$ cat src/include/rsr_pkg.sv
// Purpose: shared constants for the run/stop/reset control block
// Assumes: 32-bit APB register word, 20 MHz system clock
// Notes:   offsets are byte addresses, one aligned word each
package rsr_pkg;
  // ==========================================================
  // timing
  localparam int CLK_PERIOD_NS = 50;
  localparam int MS_NS         = 1000000;
  localparam int CYC_PER_MS    = MS_NS / CLK_PERIOD_NS;
  // ==========================================================
  // register map
  localparam logic [7:0] ADDR_CTRL   = 8'h00;
  localparam logic [7:0] ADDR_KEY    = 8'h04;
  localparam logic [7:0] ADDR_DELAY  = 8'h08;
  localparam logic [7:0] ADDR_STATUS = 8'h0c;
  // control fields
  localparam int CTRL_LEVEL     = 0;
  localparam int CTRL_SRC_TERM  = 1;
  localparam int CTRL_SRC_KEY   = 2;
  localparam int CTRL_LOCAL     = 3;
  localparam int CTRL_RLY_MAN   = 4;
  localparam int CTRL_RLY_RETRY = 5;
  localparam int CTRL_COAST     = 6;
  localparam int CTRL_AUX_LO    = 8;
  localparam int CTRL_MAX_LO    = 12;
  localparam logic [31:0] CTRL_RST  = 32'h0000_0006;
  localparam logic [31:0] CTRL_MASK = 32'h0000_ff7f;
  // keypad / serial command pulses
  localparam int KEY_RESET = 0;
  localparam int KEY_FWD   = 1;
  localparam int KEY_REV   = 2;
  localparam int KEY_STOP  = 3;
  localparam logic [15:0] DELAY_RST = 16'h0000;
  // status fields
  localparam int ST_B_RUN   = 0;
  localparam int ST_B_REV   = 1;
  localparam int ST_B_TRIP  = 2;
  localparam int ST_B_WARN  = 3;
  localparam int ST_B_MAN   = 4;
  localparam int ST_B_RETRY = 5;
  localparam int ST_B_COAST = 6;
  localparam int ST_B_ATT   = 8;
  // terminal input positions
  localparam int IN_FWD  = 0;
  localparam int IN_STOP = 1;
  localparam int IN_AUX  = 2;
  localparam int IN_RST  = 3;
  localparam int NUM_IN  = 4;
  // function of the spare terminal input
  localparam logic [1:0] AUX_OFF = 2'h0;
  localparam logic [1:0] AUX_REV = 2'h1;
  localparam logic [1:0] AUX_EN  = 2'h2;
  typedef enum logic [1:0] {ST_STOP, ST_RUN, ST_TRIP} rsr_state_t;
endpackage

$ cat src/verilog/rsr_sync.sv
// Purpose: two-stage synchroniser for the terminal inputs
// Assumes: inputs are asynchronous switch or PLC levels
// Notes:   first stage feeds only the second stage
`timescale 1ns/100ps
module rsr_sync #(
  parameter int W = 4
) (
  input  wire logic         clk,
  input  wire logic         rstn,
  input  wire logic [W-1:0] d,
  output wire logic [W-1:0] q
);
  // ==========================================================
  // per-bit double flop
  genvar i;
  generate
    for (i = 0; i < W; i++)
    begin : g_bit
      logic meta_reg;
      logic sync_reg;
      always_ff @(posedge clk or negedge rstn)
      begin
        if (!rstn)
        begin
          meta_reg <= 1'b0;
          sync_reg <= 1'b0;
        end
        else
        begin
          meta_reg <= d[i];
          sync_reg <= meta_reg;
        end
      end
      assign q[i] = sync_reg;
    end
  endgenerate
endmodule // rsr_sync

$ cat src/verilog/rsr_ms_timer.sv
// Purpose: millisecond delay timer for automatic reset
// Assumes: start is a one-cycle pulse
// Notes:   a delay of zero ends one tick after start
`timescale 1ns/100ps
module rsr_ms_timer #(
  parameter int TICK = rsr_pkg::CYC_PER_MS
) (
  input  wire logic        clk,
  input  wire logic        rstn,
  input  wire logic        start,
  input  wire logic        abort,
  input  wire logic [15:0] ms_load,
  output wire logic        done
);
  logic [15:0] pre_reg;
  logic [15:0] ms_reg;
  logic        act_reg;
  logic        done_reg;
  // ==========================================================
  // prescaler to one millisecond, then count down
  always_ff @(posedge clk or negedge rstn)
  begin
    if (!rstn)
    begin
      pre_reg  <= 16'h0000;
      ms_reg   <= 16'h0000;
      act_reg  <= 1'b0;
      done_reg <= 1'b0;
    end
    else
    begin
      done_reg <= 1'b0;
      if (abort)
        act_reg <= 1'b0;
      else if (start)
      begin
        act_reg <= 1'b1;
        pre_reg <= 16'h0000;
        ms_reg  <= ms_load;
      end
      else if (act_reg)
      begin
        if (pre_reg == 16'(TICK - 1))
        begin
          pre_reg <= 16'h0000;
          if (ms_reg == 16'h0000)
          begin
            act_reg  <= 1'b0;
            done_reg <= 1'b1; // delay over
          end
          else
            ms_reg <= ms_reg - 16'h0001;
        end
        else
          pre_reg <= pre_reg + 16'h0001;
      end
    end
  end
  assign done = done_reg;
endmodule // rsr_ms_timer

$ cat src/verilog/rsr_top.sv
// Purpose: run/stop/enable/reset control with manual and automatic reset
// Assumes: alarm inputs come from protection logic on the same clock
// Notes:   terminal inputs are synchronised before use
//
// Overview of operation
// - after a trip, no restart until a reset clears the trip
// - warning indication clears itself once its condition is gone
// - for marked alarms a new start signal also resets the trip
// - optional relay flag while a trip waits for manual reset
// - level mode with run held high starts as the reset clears
// - autoreset clears eligible trips and retries; stays tripped when attempts run out
// - optional relay flag once autoreset attempts are exhausted
// - undervoltage delay starts when fault is gone, or at once if stopped
// - autoreset is off while commands come from keypad or serial
// - a rising reset input clears a trip
// - edge mode needs a fresh run edge after reset
// - edge mode: any transition of a run input activates it
// - edge mode run accepted only with enable and stop closed
// - the run input with the latest edge sets the direction
// - enable low forbids running and makes the motor coast
// - with no enable input assigned, enable counts as true
// - stop input low stops with the chosen stop method; not under local control, where the stop input is ignored
// - level mode: input active while high; start right after reset
// - level mode: both run inputs active means stop
// - default map: input 1 forward, 2 stop, 4 reset, edge mode
// - reset accepted by default from terminals and keypad
//
// Implementation choices: the address map and register access over APB.
`timescale 1ns/100ps
module rsr_top #(
  parameter int MS_CYCLES = rsr_pkg::CYC_PER_MS
) (
  input  wire logic                      clk,
  input  wire logic                      rstn,
  input  wire logic                      psel,
  input  wire logic                      penable,
  input  wire logic                      pwrite,
  input  wire logic [7:0]                paddr,
  input  wire logic [31:0]               pwdata,
  output wire logic [31:0]               prdata,
  output wire logic                      pready,
  output wire logic                      pslverr,
  input  wire logic [rsr_pkg::NUM_IN-1:0] terminal_input,
  input  wire logic                      alarm_trip,
  input  wire logic                      alarm_cond,
  input  wire logic                      alarm_warn,
  input  wire logic                      alarm_start_reset,
  input  wire logic                      alarm_auto_ok,
  input  wire logic                      alarm_undervolt,
  output wire logic                      run_forward_cmd,
  output wire logic                      run_reverse_cmd,
  output wire logic                      coast_stop,
  output wire logic                      warn_flag,
  output wire logic                      manual_clear_needed_flag,
  output wire logic                      retry_exhausted_flag
);
  logic [rsr_pkg::NUM_IN-1:0] sin;
  logic [rsr_pkg::NUM_IN-1:0] prev_reg;
  logic [31:0]                ctrl_reg;
  logic [15:0]                delay_reg;
  logic [3:0]                 key_reg;
  logic [31:0]                prdata_reg;
  logic                       pready_reg;
  logic                       pslverr_reg;
  rsr_pkg::rsr_state_t        state_reg;
  logic [3:0]                 att_reg;
  logic                       dir_reg;
  logic                       was_run_reg;
  logic                       clr_start_reg;
  logic                       auto_ok_reg;
  logic                       uv_reg;
  logic                       timing_reg;
  logic                       run_reg;
  logic                       rev_reg;
  logic                       coast_reg;
  logic                       warn_reg;
  logic                       man_reg;
  logic                       retry_reg;
  logic                       tmr_start;
  logic                       tmr_done;
  // ==========================================================
  // terminal inputs and command decode
  rsr_sync #(
    .W (rsr_pkg::NUM_IN)
  ) u_sync (
    .clk  (clk),
    .rstn (rstn),
    .d    (terminal_input),
    .q    (sin)
  );
  wire [1:0] aux_fn   = ctrl_reg[rsr_pkg::CTRL_AUX_LO +: 2];
  wire [3:0] max_att  = ctrl_reg[rsr_pkg::CTRL_MAX_LO +: 4];
  wire       lvl_mode = ctrl_reg[rsr_pkg::CTRL_LEVEL];
  wire       local_c  = ctrl_reg[rsr_pkg::CTRL_LOCAL];
  wire       fwd      = sin[rsr_pkg::IN_FWD];
  wire       rev      = (aux_fn == rsr_pkg::AUX_REV) & sin[rsr_pkg::IN_AUX];
  wire       stop_ok  = local_c | sin[rsr_pkg::IN_STOP];
  wire       enable   = (aux_fn != rsr_pkg::AUX_EN) | sin[rsr_pkg::IN_AUX];
  wire       fwd_tgl  = fwd ^ prev_reg[rsr_pkg::IN_FWD];
  wire       rev_tgl  = (aux_fn == rsr_pkg::AUX_REV) & (sin[rsr_pkg::IN_AUX] ^ prev_reg[rsr_pkg::IN_AUX]);
  // edge start needs enable and stop closed
  wire       edge_go  = !local_c & !lvl_mode & (fwd_tgl | rev_tgl) & enable & stop_ok;
  // level active while held; both high is no run
  wire       lvl_go   = !local_c & lvl_mode & (fwd ^ rev) & enable & stop_ok;
  wire       key_go   = local_c & (key_reg[rsr_pkg::KEY_FWD] | key_reg[rsr_pkg::KEY_REV]) & enable;
  wire       start    = edge_go | lvl_go | key_go;
  // latest edge wins, reverse if both at once
  wire       new_dir  = local_c ? key_reg[rsr_pkg::KEY_REV] : (lvl_mode ? rev : rev_tgl);
  wire       rst_rise = ctrl_reg[rsr_pkg::CTRL_SRC_TERM] & sin[rsr_pkg::IN_RST] & !prev_reg[rsr_pkg::IN_RST];
  wire       key_rst  = ctrl_reg[rsr_pkg::CTRL_SRC_KEY] & key_reg[rsr_pkg::KEY_RESET];
  wire       reset_c  = rst_rise | key_rst;
  // reset input held high arms autoreset; not under local control
  wire       ar_on    = sin[rsr_pkg::IN_RST] & !local_c & (max_att != 4'h0);
  wire       ar_left  = ar_on & auto_ok_reg & (att_reg < max_att);
  // local stop key under keypad control, level drop otherwise
  wire       stop_req = local_c ? key_reg[rsr_pkg::KEY_STOP] : (lvl_mode & !lvl_go);

  // edge history, updated every cycle so edges during a trip are consumed
  always_ff @(posedge clk or negedge rstn)
  begin
    if (!rstn)
      prev_reg <= '0;
    else
      prev_reg <= sin;
  end

  // ==========================================================
  // APB slave, no wait states for reads and writes
  wire setup  = psel & !penable;
  wire access = psel & penable & pready_reg;
  wire mapped = (paddr == rsr_pkg::ADDR_CTRL) | (paddr == rsr_pkg::ADDR_KEY) |
                (paddr == rsr_pkg::ADDR_DELAY) | (paddr == rsr_pkg::ADDR_STATUS);
  always_ff @(posedge clk or negedge rstn)
  begin
    if (!rstn)
    begin
      pready_reg  <= 1'b0;
      pslverr_reg <= 1'b0;
      prdata_reg  <= 32'h0000_0000;
    end
    else
    begin
      pready_reg  <= setup;
      pslverr_reg <= setup & !mapped;
      if (setup & !pwrite)
      begin
        case (paddr)
          rsr_pkg::ADDR_CTRL:   prdata_reg <= ctrl_reg;
          rsr_pkg::ADDR_DELAY:  prdata_reg <= {16'h0000, delay_reg};
          rsr_pkg::ADDR_STATUS: prdata_reg <= {20'h00000, att_reg, 1'b0, coast_reg, retry_reg,
                                               man_reg, warn_reg, state_reg == rsr_pkg::ST_TRIP,
                                               rev_reg, run_reg};
          default:              prdata_reg <= 32'h0000_0000;
        endcase
      end
    end
  end

  // configuration, defaults edge mode and both reset sources
  always_ff @(posedge clk or negedge rstn)
  begin
    if (!rstn)
    begin
      ctrl_reg  <= rsr_pkg::CTRL_RST;
      delay_reg <= rsr_pkg::DELAY_RST;
      key_reg   <= 4'h0;
    end
    else
    begin
      key_reg <= 4'h0; // command pulses last one cycle
      if (access & pwrite)
      begin
        if (paddr == rsr_pkg::ADDR_CTRL)
          ctrl_reg <= pwdata & rsr_pkg::CTRL_MASK;
        if (paddr == rsr_pkg::ADDR_DELAY)
          delay_reg <= pwdata[15:0];
        if (paddr == rsr_pkg::ADDR_KEY)
          key_reg <= pwdata[3:0];
      end
    end
  end

  // ==========================================================
  // autoreset delay
  // undervoltage times from fault gone, or at once if stopped
  assign tmr_start = (state_reg == rsr_pkg::ST_TRIP) & ar_left & !timing_reg & !alarm_trip &
                     (!alarm_cond | (uv_reg & !was_run_reg));
  rsr_ms_timer #(
    .TICK (MS_CYCLES)
  ) u_tmr (
    .clk     (clk),
    .rstn    (rstn),
    .start   (tmr_start),
    .abort   (!ar_on | (state_reg != rsr_pkg::ST_TRIP)),
    .ms_load (delay_reg),
    .done    (tmr_done)
  );

  // ==========================================================
  // run / stop / trip sequencing
  always_ff @(posedge clk or negedge rstn)
  begin
    if (!rstn)
    begin
      state_reg     <= rsr_pkg::ST_STOP;
      att_reg       <= 4'h0;
      dir_reg       <= 1'b0;
      was_run_reg   <= 1'b0;
      clr_start_reg <= 1'b0;
      auto_ok_reg   <= 1'b0;
      uv_reg        <= 1'b0;
      timing_reg    <= 1'b0;
      coast_reg     <= 1'b0;
    end
    else if (alarm_trip)
    begin
      // a new trip wins over any clear in the same cycle
      state_reg     <= rsr_pkg::ST_TRIP;
      was_run_reg   <= (state_reg == rsr_pkg::ST_RUN);
      clr_start_reg <= alarm_start_reset;
      auto_ok_reg   <= alarm_auto_ok;
      uv_reg        <= alarm_undervolt;
      timing_reg    <= 1'b0;
      coast_reg     <= 1'b1;
    end
    else
    begin
      case (state_reg)
        rsr_pkg::ST_STOP:
        begin
          // edge mode restarts only on a new run edge
          // level run held high starts as soon as the trip clears
          if (start)
          begin
            state_reg <= rsr_pkg::ST_RUN;
            dir_reg   <= new_dir;
            coast_reg <= 1'b0;
          end
        end
        rsr_pkg::ST_RUN:
        begin
          // enable low coasts; stop uses chosen method
          if (!enable)
          begin
            state_reg <= rsr_pkg::ST_STOP;
            coast_reg <= 1'b1;
          end
          else if (!stop_ok | stop_req)
          begin
            state_reg <= rsr_pkg::ST_STOP;
            coast_reg <= ctrl_reg[rsr_pkg::CTRL_COAST];
          end
          // direction follows the latest edge or the held level
          else if (edge_go | key_go | lvl_go)
            dir_reg <= new_dir;
        end
        rsr_pkg::ST_TRIP:
        begin
          if (tmr_start)
            timing_reg <= 1'b1;
          if (!ar_on)
            timing_reg <= 1'b0;
          // manual reset clears the trip and the attempt count
          if (reset_c)
          begin
            state_reg  <= rsr_pkg::ST_STOP;
            att_reg    <= 4'h0;
            timing_reg <= 1'b0;
          end
          // start signal acts as reset for marked alarms
          else if (clr_start_reg & start)
          begin
            state_reg <= rsr_pkg::ST_RUN;
            dir_reg   <= new_dir;
            coast_reg <= 1'b0;
          end
          // automatic reset, counted, retries a run that was active
          else if (tmr_done)
          begin
            att_reg    <= att_reg + 4'h1;
            timing_reg <= 1'b0;
            if (was_run_reg & enable & stop_ok)
            begin
              state_reg <= rsr_pkg::ST_RUN;
              coast_reg <= 1'b0;
            end
            else
              state_reg <= rsr_pkg::ST_STOP;
          end
        end
        default:
          state_reg <= rsr_pkg::ST_STOP;
      endcase
    end
  end

  // ==========================================================
  // registered outputs
  always_ff @(posedge clk or negedge rstn)
  begin
    if (!rstn)
    begin
      run_reg   <= 1'b0;
      rev_reg   <= 1'b0;
      warn_reg  <= 1'b0;
      man_reg   <= 1'b0;
      retry_reg <= 1'b0;
    end
    else
    begin
      run_reg  <= (state_reg == rsr_pkg::ST_RUN);
      rev_reg  <= dir_reg;
      // warning follows its condition, no reset needed
      warn_reg <= alarm_warn;
      // trip that autoreset will not clear
      man_reg  <= ctrl_reg[rsr_pkg::CTRL_RLY_MAN] & (state_reg == rsr_pkg::ST_TRIP) & !ar_left;
      retry_reg <= ctrl_reg[rsr_pkg::CTRL_RLY_RETRY] & (state_reg == rsr_pkg::ST_TRIP) & ar_on &
                   auto_ok_reg & (att_reg >= max_att);
    end
  end

  assign run_forward_cmd          = run_reg & !rev_reg;
  assign run_reverse_cmd          = run_reg & rev_reg;
  assign coast_stop               = coast_reg;
  assign warn_flag                = warn_reg;
  assign manual_clear_needed_flag = man_reg;
  assign retry_exhausted_flag     = retry_reg;
  assign prdata                   = prdata_reg;
  assign pready                   = pready_reg;
  assign pslverr                  = pslverr_reg;
endmodule // rsr_top

$ cat config.mk
export PLATFORM = sky130hd
export DESIGN_NAME = rsr_top
export DESIGN_NICKNAME = d
export VERILOG_FILES = /design/src/include/rsr_pkg.sv /design/src/verilog/rsr_sync.sv /design/src/verilog/rsr_ms_timer.sv /design/src/verilog/rsr_top.sv
export SDC_FILE = /design/constraint.sdc
export NUM_CORES = 1
export LEC_CHECK = 0
export ABC_CLOCK_PERIOD_IN_PS = 2900
export BUFFER_PORTS_ARGS = -buffer_cell sky130_fd_sc_hd__buf_2
export CAP_MARGIN = 20
export CELL_PAD_IN_SITES_DETAIL_PLACEMENT = 1
export CELL_PAD_IN_SITES_GLOBAL_PLACEMENT = 2
export CORE_MARGIN = 2
export CORE_UTILIZATION = 36
export DETAILED_ROUTE_END_ITERATION = 16
export PLACE_DENSITY = 0.88
export SLEW_MARGIN = 20
export SYNTH_ARGS = -nofsm -noshare
export SYNTH_HDL_FRONTEND = slang
export SYNTH_SLANG_ARGS = --single-unit
$ cat constraint.sdc
create_clock -name clk -period 2.9 [get_ports clk]
set_clock_uncertainty 0.1 [all_clocks]
set_input_delay 0.145 -clock clk [delete_from_list [all_inputs] [get_ports clk]]
set_output_delay 0.145 -clock clk [all_outputs]
set_load 0.03 [all_outputs]
# Word level (Yosys, flattened, before mapping)
# Cells that the tools add are included.
dict set report totals {
  register_bits 133
  in_bits 55
  out_inout_bits 40
}
dict set report op_classes {
  addsub 3
  magnitude_cmp 2
  eq_ne 23
  n_mux 58
  bitwise_logic 62
  reduce_logical 33
}
# cell n
set op_table {}
lappend op_table {{$mux 16} 7}
lappend op_table {{$pmux 16 s3} 1}
lappend op_table {{$and 1x1->1} 42}
lappend op_table {{$mux 1} 35}
lappend op_table {{$mux 4} 5}
lappend op_table {{$ne 2x2->1 const B} 10}
lappend op_table {{$add 16x1->16 const B} 1}
lappend op_table {{$eq 16x15->1 const B} 1}
lappend op_table {{$eq 8x4->1 const B} 2}
lappend op_table {{$logic_not 16->1} 1}
lappend op_table {{$sub 16x1->16 const B} 1}
lappend op_table {{$logic_not 1->1} 15}
lappend op_table {{$or 1x1->1} 15}
lappend op_table {{$mux 2} 7}
lappend op_table {{$eq 8x3->1 const B} 1}
lappend op_table {{$logic_not 8->1} 1}
lappend op_table {{$ne 4x4->1 const B} 2}
lappend op_table {{$reduce_and 4->1} 2}
lappend op_table {{$reduce_and 8->1} 1}
lappend op_table {{$reduce_bool 2->1} 4}
lappend op_table {{$reduce_bool 4->1} 2}
lappend op_table {{$ne 3x3->1 const B} 2}
lappend op_table {{$pmux 1 s3} 2}
lappend op_table {{$pmux 2 s3} 1}
lappend op_table {{14 further kinds} 20}

# Depth between registers and ports, before layout
dict set report logic_depth {
  ltp_word 16
  depth_mapped 11
}

# Cells and area by module
# From an unflattened synthesis, not the netlist that was laid out.
dict set report hier_totals {
  cells_unflattened 570
  hier_area_um2 5993.2
}
# mod instances cells_per_inst area_per_inst_um2 seq_area_each_um2
set modules_own_cells {}
lappend modules_own_cells {rsr_top 1 338 3784.9 1854.3}
lappend modules_own_cells {rsr_ms_timer 1 220 1978.1 850.8}
lappend modules_own_cells {rsr_sync 1 12 230.2 200.2}

# Least setup slack after synthesis
# OpenSTA, ideal clock, no wires.
dict set report synth_path {
  path_type {register to register}
  from {register state_reg[0]}
  to {register u_tmr.ms_reg[15]}
  arrival_ps 2388
  t_required_ps 2675
  setup_slack_ps 288
  path_stages_with_launch 11
  period_less_slack_ps 2612
  cell_sequence {dfrtp_1 -> inv_1 -> ha_1 -> clkbuf_1 -> nand2_1 -> nor4b_1 -> buf_2 -> nand2_1 -> nor4_1 -> mux2_2 -> mux2_2}
}
dict set report synth_between {
  elab_chain_len 7
  word_cells_on_any_way 13
  cone_classes {eq/ne: 3; mux: 1; bitwise: 6; reduce/logical: 3}
}
# element line_no
set synth_lines {}
lappend synth_lines {{from (decl)} rsr_top.sv:65} ;# rsr_pkg::rsr_state_t state_reg;
lappend synth_lines {{from (signal assigned)} rsr_top.sv:205} ;# state_reg <= rsr_pkg::ST_STOP;
lappend synth_lines {{from (signal assigned)} rsr_top.sv:218} ;# state_reg <= rsr_pkg::ST_TRIP;
lappend synth_lines {{from (signal assigned)} rsr_top.sv:235} ;# state_reg <= rsr_pkg::ST_RUN;
lappend synth_lines {{$eq 2x2->1} rsr_top.sv:186} ;# assign tmr_start = (state_reg == rsr_pkg::ST_TRIP) & ar_left & !timing_reg & !alarm_trip &
lappend synth_lines {{$and 1x1->1 (4 in a row)} rsr_top.sv:186}
lappend synth_lines {{$ne 2x2->1 (no source line) / $reduce_bool 2->1 (equally long branches)} n/a}
lappend synth_lines {{$reduce_and 4->1 (no source line)} n/a}
lappend synth_lines {{to (signal assigned)} rsr_ms_timer.sv:39} ;# ms_reg <= ms_load;
lappend synth_lines {{to (signal assigned)} rsr_ms_timer.sv:52} ;# ms_reg <= ms_reg - 16'h0001;
lappend synth_lines {{to (decl)} rsr_ms_timer.sv:16} ;# logic [15:0] ms_reg;
# Several ways; a longest one is shown, not always the timed one.
# A chain may end at the register's enable or synchronous reset.

# Final worst setup path
dict set report layout_path {
  from {register ctrl_reg[15]}
  to {register u_tmr.pre_reg[0]}
}
dict set report layout_between {
  elab_chain_len 10
  word_cells_on_any_way 15
  cone_classes {order compare: 1; mux: 1; bitwise: 9; reduce/logical: 4}
}
# element line_no
set layout_lines {}
lappend layout_lines {{from (decl)} rsr_top.sv:59} ;# logic [31:0] ctrl_reg;
lappend layout_lines {{from (signal assigned)} rsr_top.sv:164} ;# ctrl_reg <= rsr_pkg::CTRL_RST;
lappend layout_lines {{from (signal assigned)} rsr_top.sv:174} ;# ctrl_reg <= pwdata & rsr_pkg::CTRL_MASK;
lappend layout_lines {{$reduce_bool 4->1} rsr_top.sv:113} ;# wire ar_on = sin[rsr_pkg::IN_RST] & !local_c & (max_att != 4'h0);
lappend layout_lines {{$and 1x1->1} rsr_top.sv:113}
lappend layout_lines {{$and 1x1->1 (2 in a row)} rsr_top.sv:114} ;# wire ar_left = ar_on & auto_ok_reg & (att_reg < max_att);
lappend layout_lines {{$and 1x1->1 (4 in a row)} rsr_top.sv:186}
lappend layout_lines {{$reduce_bool 2->1 (no source line)} n/a}
lappend layout_lines {{$reduce_and 2->1 (no source line)} n/a}
lappend layout_lines {{to (signal assigned)} rsr_ms_timer.sv:55} ;# pre_reg <= pre_reg + 16'h0001;
lappend layout_lines {{to (decl)} rsr_ms_timer.sv:15} ;# logic [15:0] pre_reg;
# Several ways; a longest one is shown, not always the timed one.

==> metrics.log <==
INFO  metric clock_sinks = 116
INFO  metric postSynthCellCount = 545
INFO  metric slew_headroom = between 30% and 40%
INFO  metric detail_route.drc_violations = 0
INFO  metric route.detailed.vias_per_inst = 5.20
INFO  metric max_clock_freq = 0.367 GHz
INFO  metric place_hpwl = 11300 µm
INFO  metric cp_top_family = compound AO/OA/AOI/OAI gates
INFO  metric synthFlopType = dfrtp_1
INFO  metric reg2regPathDepth = 9
INFO  metric tritoncts = built
INFO  metric syn-cell-area = between 0.005 and 0.006 mm²
INFO  metric core.rowCount = 46
INFO  metric core-area = 0.0158 mm²
INFO  metric total_leakage_power = 3.20 nW
INFO  metric clockBufferDepth = 2
INFO  metric number_of_input_and_output_port_buffers_inserted = 62
INFO  metric transition_time_at_the_pin_with_the_least_slew_margin = 1020 ps
INFO  metric timing.final.crit_share = 94.1%
INFO  metric r2r_end = u_tmr.pre_reg[0]$_DFFE_PN0P_
INFO  metric setup-tns-final = 0 ps
INFO  metric cts-root-buf = clkbuf_16
INFO  metric crit_path_start_kind = flip-flop
INFO  metric path_depth = 9
INFO  metric peak_vdd_ir = 0.000392 V
INFO  metric initial_utilization = 36.4%
INFO  metric cts_buffers = 17
INFO  metric die-area = 0.0170 mm²
INFO  metric report.final.hold_viol_count = 0
INFO  metric hold_class = input pin to flip-flop
INFO  metric critical_path.max_stage_delay = approximately 390 ps
INFO  metric drv.max_cap_violation_count = 0
INFO  metric syn_to_final_growth = 27.1%
INFO  metric largest_fanout_on_the_critical_path = 34
INFO  metric routed-via-count = 4572
INFO  metric rsz_0062_raised_after_global_routing = no
INFO  metric finalNetCount = 717
INFO  metric number_of_h_tree_branching_levels = 4
INFO  metric grt_start_max_net_pins = 61
INFO  metric dr.pass1.iters = 4
INFO  metric synth_sequential_area_ratio = 50.5%
INFO  metric crit_path_capture_type = flip-flop
INFO  metric yosys.cell_types.count = 60
INFO  metric cp.arrival = 2940 ps
INFO  metric antenna-diode-count = 0
INFO  metric cp.buffers_inverters = 2
INFO  metric antenna_found_initial = 0
INFO  metric setup_slack = about 170 ps
INFO  metric ys_async_sr_fraction = 100%
INFO  metric cp_slowest_cell = dfrtp_1
INFO  metric vias_in_the_first_global_route = 4891
INFO  metric drt_iter0_drc = 204
INFO  metric clk_pin_slew = 50 ps
INFO  metric instances_no_fill = around 900
INFO  metric placed_insts = between 800 and 900
INFO  metric power.density = between 500 and 600 mW/mm²
INFO  metric synth-seq-cells = between 100 and 150
INFO  metric finalSetupViolations = 0
INFO  metric wl = 16100 µm
INFO  metric ios = 95
INFO  metric total_power = about 4.3 mW
INFO  metric critical_path.endpoint = u_tmr.pre_reg[0]$_DFFE_PN0P_
INFO  metric finalMaxSlewViolations = 0
INFO  metric grt_pass1_wl = 26000 µm
INFO  metric synth_enable_flop_cells = 0
INFO  metric ant_nets = 0
INFO  metric die_h = 130 µm
INFO  metric post_cts_buffers = 0
INFO  metric gp_congestion = 0.899
INFO  metric period_minus_slack = 2730 ps
INFO  metric run_status = finished, final reports clean
INFO  metric final.fill_count = between 1500 and 2000
INFO  metric insertion_delay_to_the_later_sink_of_the_worst_skew_pair = approximately 430 ps
INFO  metric final_layout_size_suffix_gt1_share = 26.8%
INFO  metric required_time_of_the_worst_setup_path = between 3000 and 4000 ps
INFO  metric timing_worst_setup_path_type = flip-flop to flip-flop
INFO  metric hold_path.startpoint = paddr[1]
INFO  metric place_worst_setup_slack = between 150 and 200 ps
INFO  metric synth.avg_cell_area = 10.5 µm²
INFO  metric r2r_start = ctrl_reg[15]$_DFFE_PN0P_
INFO  metric final_routed_wire_length_divided_by_cell_count = between 15 and 20 µm
INFO  metric grt_overflow_total = 0
INFO  metric setup.reg_to_reg.worst_slack = 170 ps
INFO  metric die_w = ~130 µm
INFO  metric cp_cell_sequence = inv_1 -> ha_1 -> and4b_1 -> a211oi_2 -> nand3_1 -> a2111oi_4 -> buf_12 -> nor2_1 -> mux2_2
INFO  metric startpoint = ctrl_reg[15]$_DFFE_PN0P_
INFO  metric yosysWarnings = 0
INFO  metric number_of_cells_on_the_worst_hold_path = 4
INFO  metric grt.total_usage = a little over 20%
worst reg2reg max path, stage by stage (launching register included):
cell	delay (ps)
dfrtp_1	390
inv_1	60
ha_1	340
and4b_1	240
a211oi_2	260
nand3_1	200
a2111oi_4	380
buf_12	240
nor2_1	130
mux2_2	270
through the flow:
step           area, µm²  utilization [%]  hold slack [ps]
6_report            7300             46.3             15.4
5_1_grt             7300             46.3             32.5
4_1_cts             7300             46.3            0.247
3_5_place_dp        6350             40.3              152
3_3_place_gp        6350             40.3              141
2_1_floorplan       5800                -             -251
report_power, final:
part           switching, mW  internal (mW)  leakage (nW)
logic                  0.213          0.136          1.47
clock network          0.740           1.52         0.308
registers             0.0271           1.65          1.43
synth_stat cells, types with 3 or more instances:
master | number | area share, %
a211oi_1 | 4 | 0.52
ha_1 | 10 | 2.2
buf_2 | 4 | 0.35
a22oi_1 | 13 | 1.7
nor4_1 | 10 | 1.1
and2_1 | 7 | 0.76
dfrtp_1 | 114 | 50
nand2b_1 | 8 | 0.87
nor3_1 | 10 | 0.87
nor2b_1 | 8 | 0.87
a31oi_1 | 3 | 0.33
nor3b_1 | 4 | 0.52
inv_1 | 12 | 0.78
xnor2_1 | 15 | 2.3
o21ai_1 | 3 | 0.26
or3_1 | 4 | 0.44
mux2_2 | 49 | 9.6
nor2_1 | 30 | 2.0
a41oi_1 | 3 | 0.46
nor4b_1 | 3 | 0.46
xor2_1 | 5 | 0.76
a21oi_1 | 20 | 1.7
nand2_1 | 53 | 3.5
mux2i_1 | 7 | 1.2
or2_2 | 4 | 0.44
clkbuf_1 | 16 | 1.0
a22o_1 | 3 | 0.46
buf_4 | 16 | 2.1
nand3_1 | 8 | 0.70
o21ai_0 | 49 | 4.3
nand4_1 | 7 | 0.76
and3_1 | 5 | 0.54
metal layers:
metal	up-vias	GRT usage (%)	part of all wire, %
met1	2310	26.1	45
met5	-	0	0
met4	0	8.64	1.7
li1	2131	-	-
met2	110	33.8	49
met3	21	3.94	4.9
worst min-delay path by stage:
stage	end	slack, ps
2_1_floorplan	att_reg[0]$_DFFE_PN0P_	-250
4_1_cts	pslverr$_DFF_PN0_	0.2
5_1_grt	pslverr$_DFF_PN0_	30
3_5_place_dp	u_sync.g_bit[2].meta_reg$_DFF_PN0_	150
3_3_place_gp	u_sync.g_bit[0].meta_reg$_DFF_PN0_	140
6_report	pslverr$_DFF_PN0_	20
layout by cell type (no fill, tap or decap), drive strengths merged, types with 10 or more instances in the layout:
cell           n
nor2          30
dlygate4sd3   31
nand2         53
xnor2         15
a21oi         20
a22oi         13
o21ai         52
buf           81
nor3          10
conb          16
mux2          49
ha            10
inv           12
dfrtp        114
clkbuf        22
nor4          10
cell type report:
cell class	count	area, µm²	share of cell area, %
Clock buffer	22	484	6.63
Clock inverter	9	150	2.06
Inverter	12	45.0	0.617
Multi-Input combinational cell	393	2660	36.4
Sequential cell	116	2910	39.8
Tap cell	216	270	3.70
Timing Repair Buffer	112	791	10.8
repair_timing:
item | CTS | global route
gates resized for setup | 0 | 1
setup endpoints to repair | 0 | 10
hold buffers | 31 | 0
endpoints found under the hold margin | 102 | 0
kinds of logic (layout without fill, tap and decap cells):
family          after synthesis  in the layout  synth area share [%]
compound gates              118            118                  13.1
xor+xnor                     20             20                  3.05
fa+ha+maj                    10             10                  2.18
buf+inv                      51            155                  4.59
flops                       116            116                  50.5
mux                          56             56                  10.8
other cells                   1             16                0.0652
simple gates                173            173                  15.7
No activity file was read; power rests on OpenSTA's default activity.
